## src/fcs_defines.vh

```
// Constants of the flash command sequencer: register offsets, field positions,
// reset values, command codes and timing counts.
// Assumes inclusion by bare name from the design file.
`ifndef FCS_DEFINES_VH
`define FCS_DEFINES_VH

// ----------------------------------------------------------------------------
// Register offsets
// ----------------------------------------------------------------------------
`define FCS_OFF_DIV 5'h00
`define FCS_OFF_OPT 5'h04
`define FCS_OFF_CFG 5'h08
`define FCS_OFF_STAT 5'h0c
`define FCS_OFF_CMD 5'h10

// ----------------------------------------------------------------------------
// Field positions and reset values
// ----------------------------------------------------------------------------
`define FCS_DIV_LOADED_BIT 7
`define FCS_OPT_BACKDOOR_KEY_ENABLE_BIT 7
`define FCS_CFG_KEYACC_BIT 5
`define FCS_ST_CBE_BIT 7
`define FCS_ST_CCF_BIT 6
`define FCS_ST_ERR_BIT 4
`define FCS_ST_BLANK_BIT 2
`define FCS_DIV_RST 6'h00
`define FCS_SEC_RST 2'h3
`define FCS_SEC_OPEN 2'h2

// ----------------------------------------------------------------------------
// Command codes, key window and timing counts in timing clock periods
// ----------------------------------------------------------------------------
`define FCS_CMD_BLANK 8'h05
`define FCS_CMD_PROG 8'h20
`define FCS_CMD_BURST 8'h25
`define FCS_CMD_PAGE 8'h40
`define FCS_CMD_MASS 8'h41
`define FCS_KEY_BASE 16'hffb0
`define FCS_PER_PROG 15'h0009
`define FCS_PER_BURST 15'h0004
`define FCS_PER_PAGE 15'h0fa0
`define FCS_PER_MASS 15'h4e20
`define FCS_PER_BLANK 15'h0001
`endif

```

## src/fcs_flash_command_sequencer.v

```verilog
// Flash command sequencer with a classic Wishbone register slave.
// Assumes a single 10 MHz bus clock, a synchronous reset and option straps
// and context levels that come from logic on the same clock.
//
// Decided for this implementation: the register addresses and the Wishbone interface to the registers.
`timescale 1ns/100ps
`include "fcs_defines.vh"
module fcs_flash_command_sequencer #(
    parameter [14:0] PROG_PERIODS = `FCS_PER_PROG,
    parameter [14:0] BURST_PERIODS = `FCS_PER_BURST,
    parameter [14:0] PAGE_PERIODS = `FCS_PER_PAGE,
    parameter [14:0] MASS_PERIODS = `FCS_PER_MASS,
    parameter [14:0] BLANK_PERIODS = `FCS_PER_BLANK
) (
    // Clock and reset
    input wire clk_i,
    input wire rst_i,
    // Wishbone slave
    input wire wb_cyc_i,
    input wire wb_stb_i,
    input wire wb_we_i,
    input wire [16:0] wb_adr_i,
    input wire [3:0] wb_sel_i,
    input wire [31:0] wb_dat_i,
    output reg [31:0] wb_dat_o,
    output reg wb_ack_o,
    // Access context
    input wire bdm_access_i,
    input wire secure_code_i,
    input wire stop_mode_i,
    // Nonvolatile options
    input wire key_enable_strap_i,
    input wire [1:0] security_strap_i,
    input wire [63:0] backdoor_key_i,
    // Flash array
    input wire array_blank_i,
    output reg exec_o,
    output reg pump_o,
    output reg [7:0] op_o,
    output reg [15:0] addr_o,
    output reg [7:0] data_o,
    output reg secured_o
);

// ----------------------------------------------------------------------------
// Decode helpers
// ----------------------------------------------------------------------------
// The command sequence walks idle, address latched, command latched.
// A bus protocol fault returns it to idle unless a stop abort falls in the same cycle; every fault sets the access error flag.
// Launch from the command state also returns it to idle, while the
// buffered command waits in the buffer until the executor is free.
localparam SEQ_IDLE = 2'd0;
localparam SEQ_ADDR = 2'd1;
localparam SEQ_CMD = 2'd2;

// Only the five defined command codes are accepted by the command register.
// Codes outside this set raise an access error when written.
function fcs_valid;
    input [7:0] code;
    begin
        fcs_valid = (code == `FCS_CMD_BLANK) || (code == `FCS_CMD_PAGE) ||
                    (code == `FCS_CMD_MASS) || (code == `FCS_CMD_PROG) ||
                    (code == `FCS_CMD_BURST);
    end
endfunction

// Blank check only reads the array and so never needs high voltage.
function fcs_hv;
    input [7:0] code;
    begin
        fcs_hv = fcs_valid(code) && (code != `FCS_CMD_BLANK);
    end
endfunction

// Standard length of each command in timing clock periods. Burst bytes
// that follow in the same row use the shorter burst length instead.
function [14:0] fcs_periods;
    input [7:0] code;
    begin
        case (code)
            `FCS_CMD_PAGE: fcs_periods = PAGE_PERIODS;
            `FCS_CMD_MASS: fcs_periods = MASS_PERIODS;
            `FCS_CMD_BLANK: fcs_periods = BLANK_PERIODS;
            default: fcs_periods = PROG_PERIODS;
        endcase
    end
endfunction

// ----------------------------------------------------------------------------
// State
// ----------------------------------------------------------------------------
// The buffer holds one launched command, so a burst byte can be queued
// while the previous byte is still being programmed.
// The key index counts in-order comparison key writes, right byte or wrong; the bad flag
// remembers any wrong byte, address or source until key access reopens.
reg [1:0] seq_reg;
reg [5:0] flash_clock_divider_reg;
reg div_loaded_reg;
reg access_error_flag_reg;
reg command_buffer_empty_flag_reg;
reg command_complete_flag_reg;
reg blank_reg;
reg backdoor_key_enable_reg;
reg [1:0] security_state_bits_reg;
reg strap_pend_reg;
reg key_access_reg;
reg [3:0] key_idx_reg;
reg key_bad_reg;
reg [15:0] buf_addr_reg;
reg [7:0] buf_data_reg;
reg [7:0] flash_command_reg;
reg buf_full_reg;
reg [5:0] presc_reg;
reg [14:0] cnt_reg;
reg [7:0] rdata;

// ----------------------------------------------------------------------------
// Bus decode
// ----------------------------------------------------------------------------
// A request is taken while ack is low and acts at the edge that sees ack.
// Registers sit one to a word in the low byte; bit 16 selects the array.
// Offsets above the command register, and any address with bits 15 to 5
// set, fall outside the block: they read zero and writes are ignored.
wire req = wb_cyc_i & wb_stb_i & ~wb_ack_o;
wire acc = wb_cyc_i & wb_stb_i & wb_ack_o;
wire arr = wb_adr_i[16];
wire [4:0] off = {wb_adr_i[4:2], 2'b00};
wire hit = ~arr && (wb_adr_i[15:5] == 11'h000) && (off <= `FCS_OFF_CMD);
wire wr = acc & wb_we_i & wb_sel_i[0];
wire [7:0] wd = wb_dat_i[7:0];
wire arr_wr = wr & arr;
wire is_div = hit && (off == `FCS_OFF_DIV);
wire is_cfg = hit && (off == `FCS_OFF_CFG);
wire is_stat = hit && (off == `FCS_OFF_STAT);
wire is_cmd = hit && (off == `FCS_OFF_CMD);
// Security counts as engaged for every state of the bits but the open one.
wire secured = security_state_bits_reg != `FCS_SEC_OPEN;
wire launch_wr = wr & is_stat & wd[`FCS_ST_CBE_BIT];
wire err_clr = wr & is_stat & wd[`FCS_ST_ERR_BIT];

// ----------------------------------------------------------------------------
// Access error detection
// ----------------------------------------------------------------------------
// Every protocol fault is gathered into one set term. A fault in the
// same cycle as a clear by software wins, so no violation is ever lost.
// Array writes made while key access is open are key entries, not
// command steps, and so never count as a fault of the sequence.
// Stop mode only aborts commands that use high voltage; a blank check
// in progress runs on to its end.
wire err_arr = arr_wr & ~key_access_reg &
               (~div_loaded_reg | ~command_buffer_empty_flag_reg | (seq_reg != SEQ_IDLE));
wire err_addr = acc & hit & wb_we_i & ~is_cmd & (seq_reg == SEQ_ADDR);
wire err_cmdst = acc & hit & (seq_reg == SEQ_CMD) & ~launch_wr;
wire err_code = wr & is_cmd & ((seq_reg != SEQ_ADDR) | ~fcs_valid(wd));
wire err_dbg = wr & is_cmd & bdm_access_i & secured &
               ((wd == `FCS_CMD_PROG) | (wd == `FCS_CMD_BURST) | (wd == `FCS_CMD_PAGE));
wire err_stop = stop_mode_i & exec_o & fcs_hv(op_o);
wire err_set = err_arr | err_addr | err_cmdst | err_code | err_dbg | err_stop;

// ----------------------------------------------------------------------------
// Execution timing
// ----------------------------------------------------------------------------
// The prescaler divides the bus clock by divider plus one. It restarts
// at every start so the first period of a command is always whole.
// A burst byte chains straight on from the one before only when it was
// queued in time and lies in the same row but not at the row start;
// the pump then stays on and the byte takes the burst length.
// Anything else ends the command, drops the pump and starts afresh.
wire tick = presc_reg == flash_clock_divider_reg;
wire done = exec_o & tick & (cnt_reg == 15'h0001) & ~err_stop;
wire chain = done & pump_o & buf_full_reg & (op_o == `FCS_CMD_BURST) &
             (flash_command_reg == `FCS_CMD_BURST) &
             (buf_addr_reg[15:6] == addr_o[15:6]) & (buf_addr_reg[5:0] != 6'h00);
// A pending access error holds back the start of a buffered command.
wire start = buf_full_reg & ~exec_o & ~access_error_flag_reg;
wire launch = launch_wr & (seq_reg == SEQ_CMD) & ~err_set;
// Key bytes must arrive in order at consecutive key locations, from
// secure code and never through background debug. A wrong step marks
// the attempt bad until key access is opened again.
wire key_wr = arr_wr & key_access_reg;
wire key_ok = secure_code_i & ~bdm_access_i & (key_idx_reg < 4'h8) &
              (wb_adr_i[15:0] == (`FCS_KEY_BASE + {12'h000, key_idx_reg}));
wire [7:0] key_byte = backdoor_key_i[{key_idx_reg[2:0], 3'b000} +: 8];

// Read data multiplexer; unmapped locations read as zero.
always @* begin
    rdata = 8'h00;
    if (hit) begin
        case (off)
            `FCS_OFF_DIV: rdata = {div_loaded_reg, 1'b0, flash_clock_divider_reg};
            `FCS_OFF_OPT: rdata = {backdoor_key_enable_reg, 5'h00, security_state_bits_reg};
            `FCS_OFF_CFG: rdata = {2'b00, key_access_reg, 5'h00};
            `FCS_OFF_STAT: rdata = {command_buffer_empty_flag_reg, command_complete_flag_reg, 1'b0,
                                    access_error_flag_reg, 1'b0, blank_reg, 2'b00};
            `FCS_OFF_CMD: rdata = flash_command_reg;
            default: rdata = 8'h00;
        endcase
    end
end

// ----------------------------------------------------------------------------
// Bus slave
// ----------------------------------------------------------------------------
// Answers every request one cycle later; effects act at the edge that sees ack.
// Read data stands only in the ack cycle and is zero otherwise, which
// keeps a shared read bus quiet.
always @(posedge clk_i) begin
    if (rst_i) begin
        wb_ack_o <= 1'b0;
        wb_dat_o <= 32'h00000000;
    end else begin
        wb_ack_o <= req;
        wb_dat_o <= req ? {24'h000000, rdata} : 32'h00000000;
    end
end

// ----------------------------------------------------------------------------
// Options, divider, key and error flag
// ----------------------------------------------------------------------------
// Security opens either by a blank check that finds the array blank or
// by closing key access after all eight key bytes matched with the key
// enabled. It stays open until the next reset.
// The divider loads once per reset and never while an error is pending.
always @(posedge clk_i) begin
    if (rst_i) begin
        strap_pend_reg <= 1'b1;
        backdoor_key_enable_reg <= 1'b0;
        security_state_bits_reg <= `FCS_SEC_RST;
        secured_o <= 1'b1;
        div_loaded_reg <= 1'b0;
        flash_clock_divider_reg <= `FCS_DIV_RST;
        access_error_flag_reg <= 1'b0;
        key_access_reg <= 1'b0;
        key_idx_reg <= 4'h0;
        key_bad_reg <= 1'b0;
    end else begin
        secured_o <= secured;
        // Straps are caught on the first edge after reset release.
        if (strap_pend_reg) begin
            strap_pend_reg <= 1'b0;
            backdoor_key_enable_reg <= key_enable_strap_i;
            security_state_bits_reg <= security_strap_i;
        end else if (done & (op_o == `FCS_CMD_BLANK) & array_blank_i) begin
            security_state_bits_reg <= `FCS_SEC_OPEN;
        end else if (wr & is_cfg & ~err_set & key_access_reg & ~wd[`FCS_CFG_KEYACC_BIT] &
                     backdoor_key_enable_reg & ~key_bad_reg & (key_idx_reg == 4'h8)) begin
            security_state_bits_reg <= `FCS_SEC_OPEN;
        end
        if (wr & is_div & ~div_loaded_reg & ~access_error_flag_reg & ~err_set) begin
            div_loaded_reg <= 1'b1;
            flash_clock_divider_reg <= wd[5:0];
        end
        access_error_flag_reg <= err_set | (access_error_flag_reg & ~err_clr);
        if (wr & is_cfg & ~err_set) begin
            key_access_reg <= wd[`FCS_CFG_KEYACC_BIT];
            if (wd[`FCS_CFG_KEYACC_BIT] & ~key_access_reg) begin
                key_idx_reg <= 4'h0;
                key_bad_reg <= 1'b0;
            end
        end else if (key_wr) begin
            if (key_ok) begin
                key_idx_reg <= key_idx_reg + 4'h1;
                key_bad_reg <= key_bad_reg | (wd != key_byte);
            end else begin
                key_bad_reg <= 1'b1;
            end
        end
    end
end

// ----------------------------------------------------------------------------
// Command sequence and buffer
// ----------------------------------------------------------------------------
// A launch fills the buffer and clears the buffer empty flag. The flag
// returns as soon as the executor takes the command, so software may
// queue the next burst byte while this one is still programming.
// An error from the bus returns the sequence to idle unless a stop abort
// comes in the same cycle; a stop abort leaves it alone, since software may be in the middle of a sequence.
always @(posedge clk_i) begin
    if (rst_i) begin
        seq_reg <= SEQ_IDLE;
        buf_addr_reg <= 16'h0000;
        buf_data_reg <= 8'h00;
        flash_command_reg <= 8'h00;
        buf_full_reg <= 1'b0;
        command_buffer_empty_flag_reg <= 1'b1;
    end else begin
        if (err_set & ~err_stop) begin
            seq_reg <= SEQ_IDLE;
        end else begin
            case (seq_reg)
                SEQ_IDLE: begin
                    if (arr_wr & ~key_access_reg & ~access_error_flag_reg) begin
                        buf_addr_reg <= wb_adr_i[15:0];
                        buf_data_reg <= wd;
                        seq_reg <= SEQ_ADDR;
                    end
                end
                SEQ_ADDR: begin
                    if (wr & is_cmd) begin
                        flash_command_reg <= wd;
                        seq_reg <= SEQ_CMD;
                    end
                end
                SEQ_CMD: begin
                    if (launch) begin
                        seq_reg <= SEQ_IDLE;
                    end
                end
                default: seq_reg <= SEQ_IDLE;
            endcase
        end
        if (launch) begin
            buf_full_reg <= 1'b1;
            command_buffer_empty_flag_reg <= 1'b0;
        end else if (start | chain) begin
            buf_full_reg <= 1'b0;
            command_buffer_empty_flag_reg <= 1'b1;
        end
    end
end

// ----------------------------------------------------------------------------
// Execution
// ----------------------------------------------------------------------------
// The complete flag is held low while a command is buffered or being
// launched, so software sees completion only when the queue is drained.
// A stop abort counts as completion only if nothing else is waiting.
// The command code, address and data outputs hold their last values
// after a command ends.
always @(posedge clk_i) begin
    if (rst_i) begin
        exec_o <= 1'b0;
        pump_o <= 1'b0;
        op_o <= 8'h00;
        addr_o <= 16'h0000;
        data_o <= 8'h00;
        cnt_reg <= 15'h0000;
        presc_reg <= 6'h00;
        command_complete_flag_reg <= 1'b1;
        blank_reg <= 1'b0;
    end else begin
        presc_reg <= (start | tick) ? 6'h00 : presc_reg + 6'h01;
        if (launch) begin
            command_complete_flag_reg <= 1'b0;
            blank_reg <= 1'b0;
        end
        if (err_stop) begin
            exec_o <= 1'b0;
            pump_o <= 1'b0;
            command_complete_flag_reg <= ~buf_full_reg & ~launch;
        end else if (start | chain) begin
            exec_o <= 1'b1;
            pump_o <= fcs_hv(flash_command_reg);
            op_o <= flash_command_reg;
            addr_o <= buf_addr_reg;
            data_o <= buf_data_reg;
            cnt_reg <= chain ? BURST_PERIODS : fcs_periods(flash_command_reg);
        end else if (done) begin
            exec_o <= 1'b0;
            pump_o <= 1'b0;
            if (op_o == `FCS_CMD_BLANK) begin
                blank_reg <= array_blank_i;
            end
            if (~buf_full_reg & ~launch) begin
                command_complete_flag_reg <= 1'b1;
            end
        end else if (exec_o & tick) begin
            cnt_reg <= cnt_reg - 15'h0001;
        end
    end
end

endmodule

```

## config.mk

```make
export PLATFORM = sky130hd
export DESIGN_NAME = fcs_flash_command_sequencer
export DESIGN_NICKNAME = d
export VERILOG_FILES = /design/src/fcs_flash_command_sequencer.v
export VERILOG_INCLUDE_DIRS = /design/src
export SDC_FILE = /design/constraint.sdc
export NUM_CORES = 1
export LEC_CHECK = 0
export ABC_AREA = 0
export BUFFER_PORTS_ARGS = -buffer_cell sky130_fd_sc_hd__buf_2
export CAP_MARGIN = 20
export CORE_ASPECT_RATIO = 0.75
export CORE_MARGIN = 1.5
export CORE_UTILIZATION = 52
export CTS_CLUSTER_SIZE = 8
export DETAILED_ROUTE_END_ITERATION = 12
export HOLD_SLACK_MARGIN = 0.03
export PLACE_DENSITY = 0.82
export SETUP_SLACK_MARGIN = 0.02
export SLEW_MARGIN = 0
export SYNTH_ARGS = -nofsm -noshare
export SYNTH_HDL_FRONTEND = slang
export SYNTH_SLANG_ARGS = --single-unit
```

## constraint.sdc

```tcl
create_clock -name clk_i -period 2.9 [get_ports clk_i]
set_input_delay 0.145 -clock clk_i [delete_from_list [all_inputs] [get_ports clk_i]]
set_output_delay 0.145 -clock clk_i [all_outputs]
set_load 0.1 [all_outputs]
```

==> results of run 1 <==
-- worst paths after layout --
check	startpoint	endpoint	slack, ns
min reg2reg	wb_ack_o	wb_ack_o	0.43
max	cnt_reg[4]	addr_o[9]	0.16
max reg2reg	cnt_reg[4]	addr_o[9]	0.16
min	wb_adr_i[2]	buf_addr_reg[2]	0.05
-- synthesized netlist by cell type (all sizes together), types with 9 or more instances --
cell | n | area [sq um]
or4 | 9 | 75.07
nand3 | 15 | 75.07
mux2i | 29 | 290.3
xnor2 | 22 | 192.7
buf | 46 | 300.3
nor2 | 59 | 221.5
nor3 | 24 | 125.1
nand2 | 136 | 510.5
mux4 | 16 | 360.4
clkbuf | 18 | 67.56
xor2 | 16 | 140.1
inv | 11 | 41.29
nor4 | 18 | 112.6
nand4 | 16 | 106.4
dfxtp | 121 | 2422
a21oi | 76 | 380.4
-- layer usage --
layer  track usage, %  up-vias  wire length (microns)
met4            8.547        0                    326
met5                0        -                      0
met1            38.90     2822                   7738
li1                 -     2902                      -
met2            46.28      315                   8526
met3            9.096       38                   1771
-- final cells by class --
type / instances / area, sq um / area share, %
Timing Repair Buffer: 190 / 1121 / 14.25
Clock buffer: 20 / 436.7 / 5.549
Sequential cell: 121 / 2429 / 30.86
Inverter: 11 / 41.29 / 0.5247
Clock inverter: 11 / 126.4 / 1.606
Multi-Input combinational cell: 560 / 3512 / 44.63
Tap cell: 162 / 202.7 / 2.576
-- worst reg2reg max path: stages, from the launching register on --
cell and delay [ns]:
sky130_fd_sc_hd__dfxtp_1 0.35, sky130_fd_sc_hd__or4_4 0.58, sky130_fd_sc_hd__or4_4 0.52, sky130_fd_sc_hd__nor3_2 0.22
sky130_fd_sc_hd__nand4_2 0.15, sky130_fd_sc_hd__and2_2 0.32, sky130_fd_sc_hd__buf_4 0.26, sky130_fd_sc_hd__nand2_1 0.13
sky130_fd_sc_hd__a21oi_1 0.07
-- cell families (layout without fill, tap and decap cells) --
logic type               Yosys count  after routing  synth area share (%)
multiplexers                      48             48                 10.98
flip-flops                       121            121                 38.84
other                              1             24               0.06013
AND/OR/NAND/NOR                  316            316                 24.38
XOR/XNOR                          38             38                 5.337
buffers and inverters             75            232                 6.561
adder cells (fa/ha/maj)            5              5                 1.003
AO/OA/AOI/OAI                    129            129                 12.84
-- stage by stage --
| stage | utilization [%] | instance area (sq um) |
|---|---|---|
| floorplan | - | 6329 |
| CTS | 67.25 | 7839 |
| global placement | 60.87 | 7096 |
| detailed placement | 60.87 | 7096 |
| global route | 67.51 | 7869 |
| finish | 67.51 | 7869 |
-- power groups by stage --
stage	registers (mW)	logic [mW]	clock network, mW
finish	1.67	0.373	2.03
global route	1.67	0.389	2.12
CTS	1.67	0.366	2.04
detailed placement	1.71	0.347	0
global placement	1.71	0.345	0
floorplan	1.72	0.247	0
-- what timing repair did --
| item | CTS | global route |
|---|---|---|
| hold buffers | 18 | 1 |
| endpoints found under the hold margin | 17 | 1 |
| resized for setup | 0 | 3 |
| endpoints found under the setup margin | 0 | 35 |
==> summary by stage, run 1 <==
Global routing
Across every metal layer, demand over resource in global routing totals 29.37%. The initial antenna violation count was 0. The first-pass GRT wire length is about 29 mm. The via count of the first global-routing pass is around 5.6k.

Summed over all layers, the global routing overflow is 0. Entering global routing, the biggest net connects between 70 and 80 pins.

Timing
The share of the clock period used by the worst path is 94.65%. The highest achievable clock rate is between 300 and 400 MHz. The final critical path time including I/O delays and setup is 2.745 ns. The final setup violation count is 0.

Setup repair after global routing left no endpoint under its margin. The final max-slew violation count is 0. Summed over all failing endpoints, the final setup total negative slack is 0 ns. At the pin with the least slew margin, the transition time is 0.8234 ns.

On the final layout, the worst hold slack is between 0.04 and 0.05 ns. The number of failing hold endpoints at the final stage is 0. Setup slack on the critical path of the routed design comes to roughly 0.16 ns.

The relative max-transition margin is between 40% and 50%. The clock skew after layout is between 0.01 and 0.015 ns.

Min path
In this run the worst hold path is classified as input pin to register. Counting instances, the worst hold path has a depth of 3.

Critical path
Counting buffers and inverters, the worst setup path is 8 cells deep. The largest fanout on the critical path is 32. The sum of buffers and inverters on the critical path is 1. STA puts the critical path data required time at approximately 3.2 ns.

The type of element launching the critical path is a register. The critical path is of the register to register type. The delay contributed by the slowest stage of the critical path is roughly 0.58 ns. STA classifies the critical path endpoint as a register. The kind of cell with the highest combined delay along the critical path is simple AND/OR/NAND/NOR gates. The critical path goes through or4_4 -> or4_4 -> nor3_2 -> nand4_2 -> and2_2 -> buf_4 -> nand2_1 -> a21oi_1. For the worst flop-to-flop path, the logic depth is 8.

Among all stages on the critical path, the largest delay is contributed by sky130_fd_sc_hd__or4_4. STA puts the critical path data arrival time at around 3 ns. The most repeated library cell on the critical path is sky130_fd_sc_hd__or4_4.

Clock network
The number of sinks on the clock net is between 100 and 150. The tree is rooted in a sky130_fd_sc_hd__clkbuf_16. The buffers inserted during post-CTS setup optimization is 0. TritonCTS built the clock tree. In this run, CTS created clock tree buffers numbering 17. The maximum number of buffers from clock root to sink is 2.

The H-tree was split into 4 levels. The later pin in the worst-skew pair is clocked with a latency of between 0.4 and 0.5 ns. After clock tree synthesis, the clock-pin slew on the worst setup and hold paths is 0.06 ns.

Final layout
The filler cell count in the final layout is 978. Of the cells placed in the final design, the portion with a size suffix greater than 1 is a little over a quarter. The non-filler instance count after layout is between 1k and 1.5k. Relative to the synthesized area, the layout overhead comes to 26.18%. The number of nets in the layout is between 1k and 1.5k.

The library cell used most frequently in the layout, excluding fill and tap cells, is sky130_fd_sc_hd__buf_2. The antenna diode instance count is 0. The top cell types in the final layout, fill and taps aside, are sky130_fd_sc_hd__buf_2, sky130_fd_sc_hd__nand2_1, sky130_fd_sc_hd__dfxtp_1.

Route
Before antenna repair, the detailed router went through 7 iterations. The final layout contains routed wiring with a total length of roughly 18 mm. In the routed design, unresolved DRC markers number 0. The via total after detailed routing is 6077. The iteration-0 DRC count of the detailed router is between 600 and 700. The post-detailed-route wirelength per cell is 17.08 microns. The via count normalized by instance count is 5.653. The count of nets left with antenna violations once routing finished came out at 0.

Logic synthesis
The number of unique standard cell types used by synthesis is 59. Of the synthesized area, sequential elements account for just under 40%. Counting flops with a built-in enable in the synthesized netlist gives 0. The post-synthesis cell count is about 730.

The number of register bits inferred by synthesis is between 100 and 150. In this run the cell area of the synthesized design comes to 0.006236 sq mm. The most used flip-flop cell after synthesis is sky130_fd_sc_hd__dfxtp_1. The Yosys warning count is 0. In this run the mean area of a mapped cell was 8.507 sq um. The fraction of synthesis flops using an asynchronous set or reset pin is 0%.

Die
The count of standard-cell rows is 34. The chip height is roughly 98 microns. The die boundary width is between 100 and 150 microns. The count of boundary I/O pins is approximately 200.

The initial utilization of the core area, before any placement, comes to a little over half. The die covers about 0.013 sq mm. The core region area is 0.01166 sq mm.

Power
The net switching fraction of the power is roughly 26%. The largest voltage drop on the vdd net is a little under 400 uV. The power per cell area is approximately 520 mW/mm^2. The design draws around 4.1 mW.

Per report_power, the sequential group accounts for 41.0% of the total. Of the total power, combinational logic draws under 10%. The cell-internal power is around 3 mW. The net switching power is between 1 and 1.5 mW. The reported leakage power is 3.168 nW. The clock network is responsible for 49.9% of the overall power.

Place
The number of input and output port buffers inserted is 145. Routability-driven placement finished with a final weighted congestion of ~0.92. The placed cell count is 1024. The HPWL after detailed placement is about 13 mm. The placement-stage worst setup slack is ~0.17 ns.

Flow run
The number of violations of the max-capacitance limit is 0.

Run status
The run finished with clean final reports.
Power figures use the tool's default switching activity.
==> run 2: changes to the inputs <==
Settings changed: CORE_ASPECT_RATIO 0.75 to not set.
==> run 2 against run 1 <==
Against the previous run: the flow now finishes with violations (DRC); sequential share of layout area increased by 0.43 points; first-iteration DRC count decreased by 18%; clock power fell by 4%; clock-buffer cell count did not move; total power shrank 2.3%; critical endpoint is now buf_addr_reg[4]; routed wire length is 1.6% lower; sequential cell count unchanged; non-clock buffer count down 10; critical path depth rose by 1; global-route usage shrank 0.76 points.
==> summary by stage, run 2 (synthesis results as in run 1) <==
Run status
The flow ran to the end, but the final reports show violations. The final reports fail on DRC.

Final layout
The fraction of final layout cells sized beyond drive strength 1 was 26.55% (-0.067 points). The utilization after layout is 67.10% (-0.41 points). The area growth from synthesis to layout is 24.44%.

The leading cell type in the layout, fill and taps excluded is sky130_fd_sc_hd__buf_2. The number of nets in the layout is 1025 (-0.97%). The library cells used most frequently in the layout, excluding fill and tap cells, are sky130_fd_sc_hd__buf_2, sky130_fd_sc_hd__nand2_1, sky130_fd_sc_hd__dfxtp_1.

Flow run
The number of violations of the max-capacitance limit came to 0 (unchanged).

Clock network
The number of buffers added by the clock tree synthesis step is 17 (unchanged). The TritonCTS clock tree is built. The number of H-tree levels is 4 (unchanged). The maximum number of buffers from clock root to sink is 2 (unchanged). The number of sinks on the clock net is 121 (unchanged).

The clock latency at the later pin of the worst-skew pair came to 0.42 ns (about the same). The cell sitting at the root of the clock tree is a sky130_fd_sc_hd__clkbuf_16. The register clock-pin slew on the reported worst setup and hold paths is 0.06 ns (about the same). The buffers inserted during post-CTS setup optimization is 0 (unchanged).

Die
The initial core utilization is 53.92% (+0.42 points). The count of boundary I/O pins is 197 (unchanged). The count of standard-cell rows was 39 (+15%). The die area is 0.01266 sq mm (about the same).

The die boundary width is 112.5 microns (-13%). The core region area is 0.01156 sq mm (-0.78%). The chip height is 112.5 microns (+15%).

Power
The power per cell area is 513.9 mW/mm^2 (-0.91%). The reported leakage power is 3.103 nW (-2.1%). The largest voltage drop on the vdd net is 396.0 uV (+1.6%). The sum of internal, switching and leakage power is 3.988 mW (-2.3%).

Route
The final wirelength was 18.06 mm (-1.6%). The via count normalized by instance count is 5.888 (+4.2%). The post-detailed-route count of antenna-violating nets is 0 (unchanged). The via total after detailed routing is 6171 (+1.5%). The detailed-routing iteration count for the pre-antenna-repair pass is 9 (+2). The post-detailed-route wirelength per cell is 17.23 microns (+0.89%). The final routed DRC violation total is 5 (+5). The iteration-0 DRC count of the detailed router was 499 (-18%).

Timing
The worst setup slack after layout is 0.1376 ns (-0.01770 ns). The smallest hold slack is 0.04231 ns (-0.003456 ns). The final setup violation count was 0 (unchanged).

The number of failing hold endpoints at the final stage came to 0 (unchanged). The accumulated negative setup slack came to 0 ns (unchanged). The relative max-transition margin is 50.88% (+5.8 points). The slew at the pin closest to its max-slew limit is 0.7368 ns (-0.08664 ns). The clock skew after layout is 0.007360 ns (-0.004157 ns).

The highest achievable clock rate is 362.0 MHz (-0.64%). Setup repair after global routing left no endpoint under its margin. The final max-slew violation count came to 0 (unchanged).

The final critical path time including I/O delays and setup is 2.762 ns (+0.01770 ns). The share of the clock period used by the worst path was 95.26% (+0.61 points).

Critical path
Traced cell by cell, the critical path runs through dlygate4sd3_1 -> buf_2 -> or4_1 -> or4_1 -> o211a_1 -> o211a_1 -> buf_4 -> nand2_1 -> a21oi_1. The worst setup path is launched from an input pin. The slowest stage of the critical path is the sky130_fd_sc_hd__or4_1 cell.

The critical path's top delay family is simple AND/OR/NAND/NOR gates. The delay contributed by the slowest stage of the critical path is 0.57 ns (about the same). The required time reported for the critical path endpoint is 3.16 ns (about the same). The largest fanout on the critical path is 24 (-25%).

The type of destination of the critical path is a register. The sum of buffers and inverters on the critical path is 3 (+2). The data arrival at the endpoint of the critical path is 3.03 ns (+0.02 ns).

By startpoint and endpoint, the worst setup path is classified as input pin to register.

Global routing
The remaining global-route overflow is 0 (unchanged). The largest net degree at the start of global routing is 70 (-11%). The all-layer global routing usage is 28.62% (-0.76 points).

The first-pass GRT wire length is 28.51 mm (-1.1%). The via count of the first global-routing pass is 5769 (+2.3%). The initial antenna violation count is 1 (+1).

Place
The number of input and output port buffers inserted came to 145 (unchanged). The detailed placement HPWL is 12.67 mm (-2.6%). The placement-stage worst setup slack is 0.1940 ns (+0.02250 ns).

The placer congestion estimate is 0.8631 (-5.7%).

Min path
The tightest min-delay check is of the input pin to register type.
-- run 2: cell count changes in the layout (fill, tap and decap cells not counted), sizes merged, moves of 2 or more --
cell / previous run / this run
buf: 170 / 165
bufinv: 2 / 0
clkinv: 8 / 6
clkinvlp: 1 / 3
dlygate4sd3: 19 / 15
inv: 11 / 14
-- run 2: final cells by class --
| type | count | area (sq um) |
|---|---|---|
| Fill cell | 915 | 3805 |
| Clock buffer | 20 | 456.7 |
| Tap cell | 143 | 178.9 |
| Sequential cell | 121 | 2429 |
| Timing Repair Buffer | 180 | 1039 |
| Inverter | 11 | 41.29 |
| Multi-Input combinational cell | 560 | 3520 |
| Antenna cell | 1 | 2.502 |
| Clock inverter | 12 | 93.84 |
-- run 2: through the flow --
stage          instance area, sq um  std cells
2_1_floorplan                  6329        756
3_3_place_gp                   7034       1000
3_5_place_dp                   7034       1000
4_1_cts                        7735       1047
5_1_grt                        7760       1048
6_report                       7760       1048
-- run 2: what timing repair did --
action                     CTS  global route
hold buffers                15             0
hold endpoints to repair    14             0
resized for setup            0             4
setup endpoints to repair    0            35
-- run 2: metal layers --
| layer | global-route usage (%) | up-vias | share of wire [%] |
|---|---|---|---|
| met5 | 0 | - | 0 |
| met4 | 15.61 | 0 | 3.8 |
| met3 | 6.371 | 66 | 7.6 |
| met2 | 47.77 | 344 | 49 |
| met1 | 34.46 | 2880 | 40 |
| li1 | - | 2881 | - |
-- run 2: power breakdown --
group	internal [mW]	switching [mW]
Combinational	0.106	0.262
Sequential	1.67	0.00448
Clock	1.14	0.803
-- run 2: worst register-to-register path, cell delays in order, from the launching register on --
cell                      delay (ns)
sky130_fd_sc_hd__dfxtp_1        0.35
sky130_fd_sc_hd__or4_4          0.58
sky130_fd_sc_hd__or4_4          0.53
sky130_fd_sc_hd__nor3_4         0.22
sky130_fd_sc_hd__nand4_2        0.17
sky130_fd_sc_hd__and2_1         0.28
sky130_fd_sc_hd__buf_4          0.26
sky130_fd_sc_hd__nand2_1        0.13
sky130_fd_sc_hd__a21oi_1        0.07
-- run 2: path summary, 6_finish.rpt --
kind                     start              end  slack (ns)  cells after the start
setup reg to reg    cnt_reg[4]        data_o[5]        0.16                      8
hold reg to reg       wb_ack_o         wb_ack_o        0.43                      1
hold / removal     wb_adr_i[1]  buf_addr_reg[1]        0.04                      3
setup / recovery  wb_adr_i[12]  buf_addr_reg[4]        0.14                      9
==> run 3: changes to the inputs <==
Settings changed: BUFFER_PORTS_ARGS -buffer_cell sky130_fd_sc_hd__buf_2 to not set, CORE_UTILIZATION 52 to 55, DONT_BUFFER_PORTS set to 1, PLACE_DENSITY 0.82 to 0.71.
==> run 3 against run 2 <==
Against the previous run: cell area decreased by 4.8%; total power increased by 4.0%; fmax increased by 1.6%; register-to-register slack improved by 0.02 ns; largest cell class unchanged; the flow now finishes without violations; first-iteration DRC count increased by 0.80%; non-clock buffer count decreased by 111; utilization increased by 0.48 points; sequential cell count unchanged; routed wire length increased by 0.50%.
==> summary by stage, run 3 (synthesis results as in run 1) <==
Route
The iteration-0 DRC count of the detailed router is 503 (+0.80%). The post-detailed-route count of antenna-violating nets is 0 (unchanged). The final wirelength is 18.15 mm (+0.50%). The highest routing layer actually used is met4. The detailed-routing iteration count for the pre-antenna-repair pass is 8 (-1). The met2 wire length is 8.665 mm (-1.9%). The met3 wire length is 1.876 mm (+36%).

The via total after detailed routing is 5747 (-6.9%). The length of routed wiring on met1 came to 7.080 mm (-1.2%). The final routed DRC violation total came to 0 (-5).

The via count normalized by instance count is 6.160 (+4.6%). The post-detailed-route wirelength per cell is 19.45 microns (+13%).

Global routing
The remaining global-route overflow is 0 (unchanged). The largest net degree at the start of global routing is 93 (+33%). The all-layer global routing usage was 31.27% (+2.6 points).

The via count of the first global-routing pass is 5560 (-3.6%). The initial antenna violation count was 0 (-1). The first-pass GRT wire length is 28.49 mm (about the same).

Timing
The relative max-transition margin is 33.33% (-18 points). The slew at the pin closest to its max-slew limit was 0.9987 ns (+0.2619 ns). The final max-slew violation count is 0 (unchanged). The smallest hold slack is 0.03247 ns (-0.009835 ns). Setup repair after global routing left no endpoint under its margin. The accumulated negative setup slack was 0 ns (unchanged).

The number of failing hold endpoints at the final stage is 0 (unchanged). The final critical path time including I/O delays and setup is 2.720 ns (-0.04229 ns). The worst setup slack after layout is 0.1798 ns (+0.04229 ns). The clock skew after layout was 0.005852 ns (-0.001507 ns). The final setup violation count is 0 (unchanged).

The share of the clock period used by the worst path is 93.80% (-1.5 points). The highest achievable clock rate is 367.6 MHz (+1.6%).

Die
The die area is 0.01199 sq mm (-5.3%). The count of boundary I/O pins is 197 (unchanged). The die boundary width is 109.5 microns (-2.7%). The count of standard-cell rows is 38 (-2.6%). The initial core utilization came to 57.03% (+3.1 points).

The core region area is 0.01094 sq mm (-5.4%). The chip height came to 109.5 microns (-2.7%).

Critical path
The most repeated library cell on the critical path is sky130_fd_sc_hd__o211a_1. STA classifies the critical path startpoint as a register. In this run the critical register-to-register path is launched from security_state_bits_reg[0]. The signal on the critical path passes through nand2b_1 -> a311o_1 -> a31oi_1 -> o211a_1 -> o211a_1 -> nand2_1 -> a21oi_1. The endpoint identified for the worst register-to-register timing path is buf_addr_reg[0]. The required time reported for the critical path endpoint is 3.25 ns (+0.09 ns). The reg-to-reg setup timing slack was 0.18 ns (+0.02 ns). The number of cells on the worst reg-to-reg path is 7 (-1). The type of destination of the critical path is a register. The critical path is of the register to register type. The delay contributed by the slowest stage of the critical path is 0.65 ns (+0.08 ns).

The data arrival at the endpoint of the critical path is 3.07 ns (+0.04 ns). Among all stages on the critical path, the largest delay is contributed by sky130_fd_sc_hd__o211a_1. The largest fanout on the critical path is 24 (unchanged).

Final layout
The leading cell type in the layout, fill and taps excluded is sky130_fd_sc_hd__nand2_1. The fraction of final layout cells sized beyond drive strength 1 was 14.12% (-12 points). The filler cell count in the final layout is 894 (-2.3%). The antenna diode instance count is 0 (-1). In the layout the commonest cells are sky130_fd_sc_hd__nand2_1, sky130_fd_sc_hd__dfxtp_1, sky130_fd_sc_hd__a21oi_1.

The non-filler instance count after layout is 933 (-11%). Relative to the synthesized area, the layout overhead comes to 18.50%. The number of nets in the layout came to 914 (-11%).

Clock network
The master cell of the clock root buffer is sky130_fd_sc_hd__clkbuf_16. The register clock-pin slew on the reported worst setup and hold paths is 0.06 ns (about the same). The number of buffers added by the clock tree synthesis step is 17 (unchanged). The number of sinks on the clock net is 121 (unchanged). The maximum number of buffers from clock root to sink was 2 (unchanged). The number of H-tree levels is 4 (unchanged). The clock latency at the later pin of the worst-skew pair was 0.42 ns (about the same). The buffers inserted during post-CTS setup optimization is 0 (unchanged). The TritonCTS clock tree is built.

Power
The largest voltage drop on the vdd net is 505.9 uV (+28%). The power per cell area is 561.2 mW/mm^2 (+9.2%). The reported leakage power is 2.689 nW (-13%).

Flow run
The number of violations of the max-capacitance limit is 0 (unchanged).

Place
The number of input and output port buffers inserted is 0 (-100%). The detailed placement HPWL came to 12.14 mm (-4.2%). The placed cell count is 869 (-13%). The placer congestion estimate came to 0.8830 (+2.3%).

The placement-stage worst setup slack came to 0.02253 ns (-0.1715 ns).

Run status
The run finished with clean final reports.

Min path
The number of instances on the worst hold path was 1 (-2). The worst min-delay path category is input pin to register. The critical hold path startpoint is rst_i. The worst hold path endpoint is strap_pend_reg.
[run 3: cell count changes in the layout (fill, tap and decap cells not counted), moves of 2 or more]
cell / previous run / this run
sky130_fd_sc_hd__buf_2: 145 / 0
sky130_fd_sc_hd__buf_4: 19 / 36
sky130_fd_sc_hd__bufinv_16: 0 / 3
sky130_fd_sc_hd__clkinv_2: 2 / 4
sky130_fd_sc_hd__clkinv_4: 4 / 2
sky130_fd_sc_hd__clkinvlp_4: 3 / 1
sky130_fd_sc_hd__dlygate4sd3_1: 15 / 31
sky130_fd_sc_hd__inv_6: 3 / 1
[run 3: through the flow]
stage          cell area (sq um)  power (mW)  util, %
3_5_place_dp                6420       1.926    58.71
3_3_place_gp                6420       1.924    58.71
4_1_cts                     7377       4.158    67.46
2_1_floorplan               6329       1.964        -
5_1_grt                     7390       4.240    67.57
6_report                    7390       4.147    67.57
[run 3: power breakdown]
part	internal (mW)	total, mW	switching (mW)	leakage, nW
sequential	1.67	1.68	0.00935	0.978
combinational	0.0749	0.289	0.214	1.41
clock	1.42	2.18	0.764	0.303
[run 3: worst max-delay path by stage]
stage / slack, ns / endpoint / from / depth (start not counted)
3_5_place_dp: 0.02 / cnt_reg[10] / presc_reg[0] / 6
2_1_floorplan: 0.14 / cnt_reg[6] / op_o[1] / 8
4_1_cts: 0.03 / addr_o[1] / cnt_reg[4] / 8
5_1_grt: 0.03 / buf_addr_reg[0] / security_state_bits_reg[0] / 7
6_report: 0.18 / buf_addr_reg[0] / security_state_bits_reg[0] / 7
3_3_place_gp: 0.15 / data_o[0] / cnt_reg[4] / 8
[run 3: layout make-up]
| cell class | instances | area, sq um | share of cell area (%) |
|---|---|---|---|
| Sequential cell | 121 | 2429 | 32.86 |
| Inverter | 11 | 41.29 | 0.5588 |
| Tap cell | 140 | 175.2 | 2.370 |
| Clock buffer | 21 | 470.5 | 6.366 |
| Multi-Input combinational cell | 560 | 3511 | 47.51 |
| Timing Repair Buffer | 69 | 619.3 | 8.381 |
| Clock inverter | 11 | 143.9 | 1.947 |
[run 3: what timing repair did]
item                                    CTS  global route
resized for setup                         1             4
endpoints found under the setup margin    1            33
endpoints found under the hold margin    98             0
pin swaps                                 0             0
hold buffers                             32             0
[run 3: worst max-delay path: cells and delay by family (launching register included)]
kind             cells  cell delay, ns
AO/OA/AOI/OAI        5            1.86
flip-flops           1            0.32
AND/OR/NAND/NOR      2            0.47
[run 3: per-layer routing]
layer	global-route usage (%)	vias up
met5	0	-
met4	13.36	0
met3	10.37	46
met2	48.85	309
met1	39.46	2732
li1	-	2660
